## src/hw/uart_rx_pkg.sv

```systemverilog
// Shared constants and types for the UART receive channel.
// Assumes a 25 MHz clk and a 32-bit APB slave port.
package uart_rx_pkg;

  // ************************************************************
  // Register map and reset values
  // ************************************************************
  localparam logic [7:0] OFS_CTRL = 8'h00;
  localparam logic [7:0] OFS_BAUD = 8'h04;
  localparam logic [7:0] OFS_STAT = 8'h08;
  localparam logic [7:0] OFS_DATA = 8'h0c;
  localparam logic [7:0] OFS_CNT = 8'h10;
  localparam logic [7:0] CTRL_RST = 8'h00;
  localparam logic [15:0] BAUD_RST = 16'h000c;

  // Status bit positions.
  localparam int unsigned ST_AVAIL = 0;
  localparam int unsigned ST_OVR = 1;
  localparam int unsigned ST_NOISE = 2;
  localparam int unsigned ST_FRAME = 3;
  localparam int unsigned ST_PAR = 4;
  localparam int unsigned ST_IDLE_B = 5;
  localparam int unsigned ST_NINTH = 6;

  // ************************************************************
  // Oversampling timing, in ticks of the 16x sample clock, and last data bit indices
  // ************************************************************
  localparam int unsigned OVERSAMPLE = 16;
  localparam logic [3:0] PH_S0 = 4'h7;
  localparam logic [3:0] PH_S2 = 4'h9;
  localparam logic [3:0] PH_DEC = 4'ha;
  localparam logic [3:0] BITS_8 = 4'h7;
  localparam logic [3:0] BITS_9 = 4'h8;

  // Parity type codes; mark and space are not checked.
  localparam logic [1:0] PAR_EVEN = 2'h0;
  localparam logic [1:0] PAR_ODD = 2'h1;

  // ************************************************************
  // Types
  // ************************************************************
  typedef struct packed {
    logic [1:0] trig;
    logic rx_int_enable;
    logic [1:0] parity_type_sel;
    logic parity_enable_bit;
    logic word_len_nine_sel;
    logic rx_enable_bit;
  } ctrl_type;

  typedef struct packed {
    logic rx_ninth_bit;
    logic [7:0] data;
  } word_type;

  typedef enum logic [2:0] {
    RX_IDLE = 3'b000,
    RX_START = 3'b001,
    RX_DATA = 3'b010,
    RX_STOP = 3'b011,
    RX_BREAK = 3'b100
  } rx_state_type;

endpackage : uart_rx_pkg
```

## src/hw/majority_vote.sv

```systemverilog
// Three-sample majority voter with a disagreement (noise) indication.
// Assumes line is already synchronised to clk.
`timescale 1ns/1ps
module majority_vote (
  // Clock and reset.
  input wire logic clk,
  input wire logic rstn,
  // Sample strobe and synchronised line level.
  input wire logic sample,
  input wire logic line,
  // Voted level and noise indication.
  output logic vote,
  output logic noisy
);

  logic [2:0] smp_q;

  // The three most recent samples; idle-high so a fresh frame votes high.
  always_ff @(posedge clk) begin
    if (!rstn) begin
      smp_q <= 3'h7;
    end else if (sample) begin
      smp_q <= {smp_q[1:0], line};
    end
  end

  // Two of three wins; any disagreement marks noise.
  assign vote = (smp_q[0] & smp_q[1]) | (smp_q[0] & smp_q[2]) | (smp_q[1] & smp_q[2]);
  assign noisy = ~((smp_q[0] == smp_q[1]) && (smp_q[1] == smp_q[2]));

endmodule : majority_vote

```

## src/hw/uart_receiver_fifo.sv

```systemverilog
// UART receive channel: oversampled bit recovery, word FIFO, status flags.
// Assumes an APB master on clk and a serial line asynchronous to clk.
`timescale 1ns/1ps
module uart_receiver_fifo #(
  parameter int unsigned DEPTH = 4
) (
  // Clock and reset.
  input wire logic clk,
  input wire logic rstn,
  // APB slave.
  input wire logic psel,
  input wire logic penable,
  input wire logic pwrite,
  input wire logic [7:0] paddr,
  input wire logic [31:0] pwdata,
  output logic [31:0] prdata,
  output logic pready,
  output logic pslverr,
  // Serial line, receive direction only.
  input wire logic serial_line_pin,
  // Receive interrupt request.
  output logic rx_int_req
);

  localparam int unsigned PW = $clog2(DEPTH);
  localparam int unsigned CW = $clog2(DEPTH + 1);

  // ************************************************************
  // Registers and state
  // ************************************************************
  uart_rx_pkg::ctrl_type ctrl_q;
  logic [15:0] baud_q;
  logic [15:0] bcnt_q;
  logic line_m_q;
  logic line_s_q;
  logic line_p_q;
  uart_rx_pkg::rx_state_type state_q;
  uart_rx_pkg::rx_state_type state_d;
  logic [3:0] phase_q;
  logic [3:0] phase_d;
  logic [3:0] bitn_q;
  logic [8:0] shift_q;
  logic nacc_q;
  logic idle_q;
  logic ovr_q;
  logic noise_q;
  logic fe_q;
  logic pe_q;
  logic armed_q;
  logic int_q;
  logic [31:0] prdata_q;
  logic slverr_q;
  uart_rx_pkg::word_type mem [DEPTH];
  logic [PW-1:0] wp_q;
  logic [PW-1:0] rp_q;
  logic [CW-1:0] cnt_q;

  // ************************************************************
  // Bus decode
  // ************************************************************
  wire setup = psel & ~penable;
  wire access = psel & penable;
  wire wr = access & pwrite;
  wire rd = access & ~pwrite;
  wire hit_ctrl = paddr == uart_rx_pkg::OFS_CTRL;
  wire hit_baud = paddr == uart_rx_pkg::OFS_BAUD;
  wire hit_stat = paddr == uart_rx_pkg::OFS_STAT;
  wire hit_data = paddr == uart_rx_pkg::OFS_DATA;
  wire hit_cnt = paddr == uart_rx_pkg::OFS_CNT;
  wire mapped = hit_ctrl | hit_baud | hit_stat | hit_data | hit_cnt;
  wire stat_rd = rd & hit_stat;
  wire data_rd = rd & hit_data;
  // A data read only completes the clear sequence after a status read.
  wire seq_clr = data_rd & armed_q;

  // ************************************************************
  // Baud tick and line synchroniser
  // ************************************************************
  // One tick per sixteenth of a bit; divide clk by baud_q + 1.
  // A count left above a smaller new divisor ends at once instead of wrapping.
  wire tick = bcnt_q >= baud_q;

  always_ff @(posedge clk) begin
    if (!rstn) begin
      bcnt_q <= 16'h0000;
    end else begin
      bcnt_q <= tick ? 16'h0000 : bcnt_q + 16'h0001;
    end
  end

  // Two flip-flops before any logic; a third keeps the previous level.
  always_ff @(posedge clk) begin
    if (!rstn) begin
      line_m_q <= 1'b1;
      line_s_q <= 1'b1;
      line_p_q <= 1'b1;
    end else begin
      line_m_q <= serial_line_pin;
      line_s_q <= line_m_q;
      line_p_q <= line_s_q;
    end
  end

  // ************************************************************
  // Bit recovery
  // ************************************************************
  wire fall = line_p_q & ~line_s_q;
  wire samp = tick && phase_q >= uart_rx_pkg::PH_S0 && phase_q <= uart_rx_pkg::PH_S2;
  wire dec = tick && phase_q == uart_rx_pkg::PH_DEC;
  wire vote;
  wire noisy;

  // Three samples in the middle of each bit decide its level.
  majority_vote u_vote (
    .clk(clk),
    .rstn(rstn),
    .sample(samp),
    .line(line_s_q),
    .vote(vote),
    .noisy(noisy)
  );

  wire nine = ctrl_q.word_len_nine_sel;
  wire last_bit = bitn_q == (nine ? uart_rx_pkg::BITS_9 : uart_rx_pkg::BITS_8);
  wire start_det = state_q == uart_rx_pkg::RX_IDLE && ctrl_q.rx_enable_bit && fall;
  // Only one stop bit is looked at, whatever the sender uses.
  wire word_done = state_q == uart_rx_pkg::RX_STOP && dec;
  // An 8-bit word sits in the upper bits after eight right shifts.
  wire [8:0] word = nine ? shift_q : {1'b0, shift_q[8:1]};
  wire par_x = ^word;
  wire par_chk = ctrl_q.parity_enable_bit && !ctrl_q.parity_type_sel[1];
  wire par_bad = par_chk && (par_x != (ctrl_q.parity_type_sel == uart_rx_pkg::PAR_ODD));

  // Next state of the frame sequencer.
  always_comb begin
    state_d = state_q;
    unique case (state_q)
      uart_rx_pkg::RX_IDLE: begin
        if (start_det) begin
          state_d = uart_rx_pkg::RX_START;
        end
      end
      uart_rx_pkg::RX_START: begin
        if (dec) begin
          state_d = vote ? uart_rx_pkg::RX_IDLE : uart_rx_pkg::RX_DATA;
        end
      end
      uart_rx_pkg::RX_DATA: begin
        if (dec && last_bit) begin
          state_d = uart_rx_pkg::RX_STOP;
        end
      end
      uart_rx_pkg::RX_STOP: begin
        if (dec) begin
          // A low stop level means a break or bad frame; wait for high.
          state_d = vote ? uart_rx_pkg::RX_IDLE : uart_rx_pkg::RX_BREAK;
        end
      end
      uart_rx_pkg::RX_BREAK: begin
        if (line_s_q) begin
          state_d = uart_rx_pkg::RX_IDLE;
        end
      end
      default: begin
        state_d = uart_rx_pkg::RX_IDLE;
      end
    endcase
    if (!ctrl_q.rx_enable_bit) begin
      state_d = uart_rx_pkg::RX_IDLE;
    end
  end

  // Phase restarts at the detected edge and then counts sample ticks.
  assign phase_d = (state_q == uart_rx_pkg::RX_IDLE) ? 4'h0 : (tick ? phase_q + 4'h1 : phase_q);

  always_ff @(posedge clk) begin
    if (!rstn) begin
      state_q <= uart_rx_pkg::RX_IDLE;
      phase_q <= 4'h0;
    end else begin
      state_q <= state_d;
      phase_q <= phase_d;
    end
  end

  // Shift register: least significant bit arrives first, shift right.
  always_ff @(posedge clk) begin
    if (!rstn) begin
      shift_q <= 9'h000;
      bitn_q <= 4'h0;
    end else if (state_q == uart_rx_pkg::RX_START) begin
      bitn_q <= 4'h0;
    end else if (state_q == uart_rx_pkg::RX_DATA && dec) begin
      shift_q <= {vote, shift_q[8:1]};
      bitn_q <= bitn_q + 4'h1;
    end
  end

  // Noise seen anywhere in the frame, stop bit included.
  always_ff @(posedge clk) begin
    if (!rstn) begin
      nacc_q <= 1'b0;
    end else if (state_q == uart_rx_pkg::RX_IDLE) begin
      nacc_q <= 1'b0;
    end else if (dec && noisy) begin
      nacc_q <= 1'b1;
    end
  end

  // A frame also ends on a rejected start bit or when the receiver is disabled.
  wire frame_end = word_done || (state_q != uart_rx_pkg::RX_IDLE && state_d == uart_rx_pkg::RX_IDLE);

  // Idle is low from start detection until the frame ends: stop bit sampled, start bit rejected or receiver disabled.
  always_ff @(posedge clk) begin
    if (!rstn) begin
      idle_q <= 1'b1;
    end else if (frame_end) begin
      idle_q <= 1'b1;
    end else if (start_det) begin
      idle_q <= 1'b0;
    end
  end

  // ************************************************************
  // Receive FIFO
  // ************************************************************
  wire full = cnt_q == CW'(DEPTH);
  wire empty = cnt_q == '0;
  // The word moves in only after the stop sample and only if room.
  wire push = word_done && !full;
  // A fifth word may finish; it is dropped and the FIFO kept.
  wire ovr_set = word_done && full;
  wire pop = seq_clr && !empty;
  wire frame_noise = nacc_q | noisy;

  // Storage; a break frame has shifted in zeros only.
  always_ff @(posedge clk) begin
    if (push) begin
      mem[wp_q] <= {word[8] & nine, word[7:0]};
    end
  end

  always_ff @(posedge clk) begin
    if (!rstn) begin
      wp_q <= '0;
      rp_q <= '0;
      cnt_q <= '0;
    end else begin
      wp_q <= push ? PW'(wp_q + 1'b1) : wp_q;
      rp_q <= pop ? PW'(rp_q + 1'b1) : rp_q;
      cnt_q <= CW'(cnt_q + CW'(push) - CW'(pop));
    end
  end

  wire uart_rx_pkg::word_type head = mem[rp_q];

  // ************************************************************
  // Status flags
  // ************************************************************
  // Hardware sets win over the software clear sequence.
  always_ff @(posedge clk) begin
    if (!rstn) begin
      ovr_q <= 1'b0;
      noise_q <= 1'b0;
      fe_q <= 1'b0;
      pe_q <= 1'b0;
    end else begin
      ovr_q <= ovr_set | (ovr_q & ~seq_clr);
      noise_q <= (push & frame_noise) | (noise_q & ~seq_clr);
      fe_q <= (word_done & ~vote) | (fe_q & ~seq_clr);
      pe_q <= (word_done & par_bad) | (pe_q & ~seq_clr);
    end
  end

  // Status read arms the clear; the data read consumes it.
  always_ff @(posedge clk) begin
    if (!rstn) begin
      armed_q <= 1'b0;
    end else if (stat_rd) begin
      armed_q <= 1'b1;
    end else if (data_rd) begin
      armed_q <= 1'b0;
    end
  end

  // Trigger field encodes levels one to four; noise adds no request.
  wire [CW:0] trig_lvl = {{(CW-1){1'b0}}, ctrl_q.trig} + 1'b1;
  wire lvl_hit = {1'b0, cnt_q} >= trig_lvl;

  always_ff @(posedge clk) begin
    if (!rstn) begin
      int_q <= 1'b0;
    end else begin
      int_q <= ctrl_q.rx_int_enable & (lvl_hit | ovr_q);
    end
  end

  assign rx_int_req = int_q;

  // ************************************************************
  // Software registers
  // ************************************************************
  always_ff @(posedge clk) begin
    if (!rstn) begin
      ctrl_q <= uart_rx_pkg::CTRL_RST;
      baud_q <= uart_rx_pkg::BAUD_RST;
    end else if (wr && hit_ctrl) begin
      ctrl_q <= pwdata[7:0];
    end else if (wr && hit_baud) begin
      baud_q <= pwdata[15:0];
    end
  end

  // The ninth bit reads zero while the FIFO is empty; the data port still shows unwritten storage.
  wire [6:0] stat_v = {head.rx_ninth_bit & !empty, idle_q, pe_q, fe_q, noise_q, ovr_q, !empty};

  // Read mux; the shift register has no address of its own.
  wire [31:0] rd_mux = hit_ctrl ? {24'h000000, ctrl_q} :
                       hit_baud ? {16'h0000, baud_q} :
                       hit_stat ? {25'h0000000, stat_v} :
                       hit_data ? {24'h000000, head.data} :
                       hit_cnt ? {{(32-CW){1'b0}}, cnt_q} :
                       32'h00000000;

  // Read data and error are captured in setup so they stand in access.
  always_ff @(posedge clk) begin
    if (!rstn) begin
      prdata_q <= 32'h00000000;
      slverr_q <= 1'b0;
    end else if (setup) begin
      prdata_q <= pwrite ? 32'h00000000 : rd_mux;
      slverr_q <= !mapped;
    end
  end

  // Zero wait states: every access ends in its first access cycle.
  assign pready = 1'b1;
  assign prdata = prdata_q;
  assign pslverr = slverr_q & access;

endmodule : uart_receiver_fifo

```

## config.mk

```make
export PLATFORM = sky130hd
export DESIGN_NAME = uart_receiver_fifo
export DESIGN_NICKNAME = d
export VERILOG_FILES = /design/src/hw/uart_rx_pkg.sv /design/src/hw/majority_vote.sv /design/src/hw/uart_receiver_fifo.sv
export SDC_FILE = /design/constraint.sdc
export NUM_CORES = 1
export LEC_CHECK = 0
export ABC_AREA = 1
export ABC_CLOCK_PERIOD_IN_PS = 2700
export BUFFER_PORTS_ARGS = -buffer_cell sky130_fd_sc_hd__buf_2
export CORE_MARGIN = 2
export CORE_UTILIZATION = 50
export CTS_CLUSTER_SIZE = 25
export DETAILED_ROUTE_END_ITERATION = 10
export PLACE_DENSITY = 0.73
export SLEW_MARGIN = 20
export SYNTH_ARGS = -nofsm -noshare
export SYNTH_HDL_FRONTEND = slang
export SYNTH_SLANG_ARGS = --single-unit
export TNS_END_PERCENT = 5
```

## constraint.sdc

```tcl
create_clock -name clk -period 2.7 [get_ports clk]
set_input_delay 0.54 -clock clk [delete_from_list [all_inputs] [get_ports clk]]
set_output_delay 0.54 -clock clk [all_outputs]
set_load 0.02 [all_outputs]
```

==> impl_metrics.sql <==
INSERT INTO impl_metrics (metric_group, metric, value, unit) VALUES
('status', 'status', 'finished, final reports clean', ''),
('worst_setup_path', 'setup.reg_to_reg.worst_slack', '0.11', 'ns'),
('sta', 'drv_slew', '0', ''),
('sta', 'timing.final.crit_share', '0.9580', ''),
('placed_design', 'portBuffers', '47', ''),
('finish', 'layout_commonest_cell', 'nand2_1', ''),
('worst_setup_path', 'critical_path.slowest_cell', 'fa_2', ''),
('logic_synthesis', 'synth_edf_count', '36', ''),
('detailed_routing', 'drt_pass1_iterations', '5', ''),
('logic_synthesis', 'mappedNetlistArea', '6563', 'um2'),
('worst_setup_path', 'path_buf_inv', '3', ''),
('finish', 'flow.area_growth_from_synthesis', '20.36', '%'),
('worst_setup_path', 'cp_cell_sequence', 'inv_1 -> ha_4 -> nand4_1 -> nor3_2 -> nand2_1 -> nand2_2 -> nand2_2 -> nor2_4 -> nand2_2 -> ha_4 -> inv_2 -> ha_4 -> inv_2 -> fa_2 -> nor2_1', ''),
('finish', 'layout.cells.most_common_list', 'nand2_1, inv_1, dfxtp_1, a21oi_1, nor2_1', ''),
('floorplan', 'die_x', '118.6', 'um'),
('finish', 'diodes', '0', ''),
('floorplan', 'cell_rows', '41', ''),
('logic_synthesis', 'fraction_of_registers_with_async_set_or_reset_after_synthesis', '0', ''),
('detailed_routing', 'antenna_left', '0', ''),
('sta', 'whs', '0.3046', 'ns'),
('detailed_routing', 'drt-initial-drc-count', '426', ''),
('sta', 'fin_crit', '2.587', 'ns'),
('global_routing', 'grt_overflow_total', '0', ''),
('logic_synthesis', 'netlist-cell-type-count', '46', ''),
('global_routing', 'grt.met1_usage', '0.2824', ''),
('detailed_routing', 'drt-vias-per-instance', '5.137', ''),
('floorplan', 'floorplan.die.height', '118.6', 'um'),
('global_routing', 'grt_pass1_wl', '22820', 'um'),
('global_routing', 'antenna_found_initial', '0', ''),
('floorplan', 'floorplan.initialDensity', '0.5158', ''),
('logic_synthesis', 'syn_avg_cell_area', '8.318', 'um2'),
('global_routing', 'global_route.usage.total', '0.2053', ''),
('clock_network', 'tritoncts.num_buffers', '17', ''),
('detailed_routing', 'drcViolationCount', '0', ''),
('worst_setup_path', 'worst_path_dominant_cell_family', 'adder cells', ''),
('pwr', 'p_total', '0.004498', 'W'),
('floorplan', 'io-pin-count', '81', ''),
('clock_network', 'cts_tree', 'done', ''),
('sta', 'fin_skew', '0.006932', 'ns'),
('global_routing', 'grt_busiest_layer', 'met2', ''),
('pwr', 'p_leak', '3.258', 'nW'),
('sta', 'hold_viol', '0', ''),
('clock_network', 'clk_pin_slew', '0.06', 'ns'),
('worst_setup_path', 'timing.critical_path.fanout_max', '3', ''),
('finish', 'drive_gt1_frac', '0.2052', ''),
('placed_design', 'hpwlAfterDp', '9961', 'um'),
('sta', 'fin_ws', '0.1133', 'ns'),
('clock_network', 'clock_network_latency_to_the_later_pin_of_the_worst_skew_pair', '0.43', 'ns'),
('min_path', 'min-delay-path-class', 'primary input to flip-flop', ''),
('pwr', 'power_per_cell_area', '569.5', 'nW/um2'),
('floorplan', 'floorplan.die_area', '14060', 'um2'),
('global_routing', 'global_route.usage.met3', '0.05164', ''),
('clock_network', 'htree_num_levels', '4', ''),
('floorplan', 'fp.coreArea', '12720', 'um2'),
('placed_design', 'place.detailed.instances', '1026', ''),
('global_routing', 'grt_pass1_vias', '4895', ''),
('logic_synthesis', 'ys_dominant_reg_cell', 'dfxtp_1', ''),
('placed_design', 'detailedPlace.worstSlack', '-0.1034', 'ns'),
('logic_synthesis', 'ys_seq_elements', '136', ''),
('finish', 'final_cells', '1059', ''),
('logic_synthesis', 'synth.yosys.seq_area_share', '0.4698', ''),
('placed_design', 'place.gp.congestion', '0.8363', ''),
('sta', 'setup_viol', '0', ''),
('logic_synthesis', 'synth-warning-count', '0', ''),
('worst_setup_path', 'worstPathArrival', '2.88', 'ns'),
('worst_setup_path', 'cpPeakStageDelay', '0.52', 'ns'),
('sta', 'fmax', '386.6', 'MHz'),
('clock_network', 'post_cts_hold_buffer_count', '0', ''),
('global_routing', 'pin_count_of_the_biggest_net_entering_global_routing', '38', ''),
('detailed_routing', 'route.detailed.wl_per_inst', '13.27', 'um'),
('sta', 'tightest_slew', '0.7264', 'ns');
==> Yosys cell counts (all sizes together) (10+ instances only) <==
master  instances  area (um2)
nand2         120       457.9
clkbuf         11       41.29
nand3          31       155.2
inv           106       397.9
dfxtp         100        2002
a21oi          82       410.4
o21ai          69       345.3
nor3           16       101.4
buf            30       201.4
edfxtp         36        1081
ha             34       425.4
nor2           81       347.8
o211ai         10       75.07
==> layer usage <==
| layer | wire length [um] | up-vias |
|---|---|---|
| met5 | 0 | - |
| met4 | 250 | 0 |
| met3 | 863 | 23 |
| met2 | 6244 | 159 |
| met1 | 6699 | 2486 |
| li1 | - | 2772 |
==> metrics by stage <==
stage / util / instance area (um2) / TNS, ns
6_report: 0.6209 / 7899 / 0
5_1_grt: 0.6209 / 7899 / -0.06698
4_1_cts: 0.6088 / 7745 / 0
3_5_place_dp: 0.5625 / 7157 / -0.1740
3_3_place_gp: 0.5625 / 7157 / -0.1391
2_1_floorplan: - / 6619 / 0
==> sequential cells by signal, summed over array words and instances, names as in the netlist, 4 cells and up, named ones only <==
register  cells
baud_q       16
phase_q       4
mem          36
ctrl_q        7
prdata       16
bcnt_q       16
bitn_q        4
shift_q       9
==> power by group <==
group	internal (W)	total (W)	switching, W
combinational	0.0000454	0.000140	0.0000943
clock	0.00141	0.00227	0.000860
sequential	0.00209	0.00209	0.00000388
total	0.00354	0.00450	0.000958
==> what timing repair did <==
action | in CTS | in global routing
pin swaps | 0 | 14
setup endpoints to repair | 1 | 2
setup buffers | 0 | 1
resized for setup | 2 | 36
==> worst register-to-register path: stages, from the launching register on <==
cell and delay [ns]:
dfxtp_1 0.34, inv_1 0.09, ha_4 0.28, nand4_1 0.08, nor3_2 0.20, nand2_1 0.09, nand2_2 0.10, nand2_2 0.08
nor2_4 0.13, nand2_2 0.09, ha_4 0.21, inv_2 0.06, ha_4 0.12, inv_2 0.03, fa_2 0.52, nor2_1 0.04
==> final cells by class <==
cell class | instances | area (um2)
Fill cell | 1108 | 4823
Sequential cell | 136 | 3092
Multi-Input combinational cell | 519 | 3030
Timing Repair Buffer | 92 | 573.1
Clock buffer | 21 | 460.4
Inverter | 108 | 405.4
Tap cell | 172 | 215.2
Clock inverter | 11 | 122.6
==> cell families (layout without fill, tap and decap cells) <==
family | after synthesis | in the layout | share of synthesized area
AND/OR/NAND/NOR | 269 | 269 | 0.1840
AO/OA/AOI/OAI | 186 | 186 | 0.1624
buffers and inverters | 149 | 232 | 0.09876
flip-flops | 136 | 136 | 0.4698
adder cells (fa/ha/maj) | 35 | 35 | 0.06787
XOR/XNOR | 12 | 12 | 0.01602
other | 2 | 17 | 0.001144
==> path summary, 6_finish.rpt <==
path                         from  endpoint  cells past startpoint
setup reg to reg       baud_q[11]  cnt_q[1]                     15
hold reg to reg          line_m_q  line_s_q                      1
hold / removal    serial_line_pin  line_m_q                      2
setup / recovery       baud_q[11]  cnt_q[1]                     15
(Power assumes the default switching activity.)
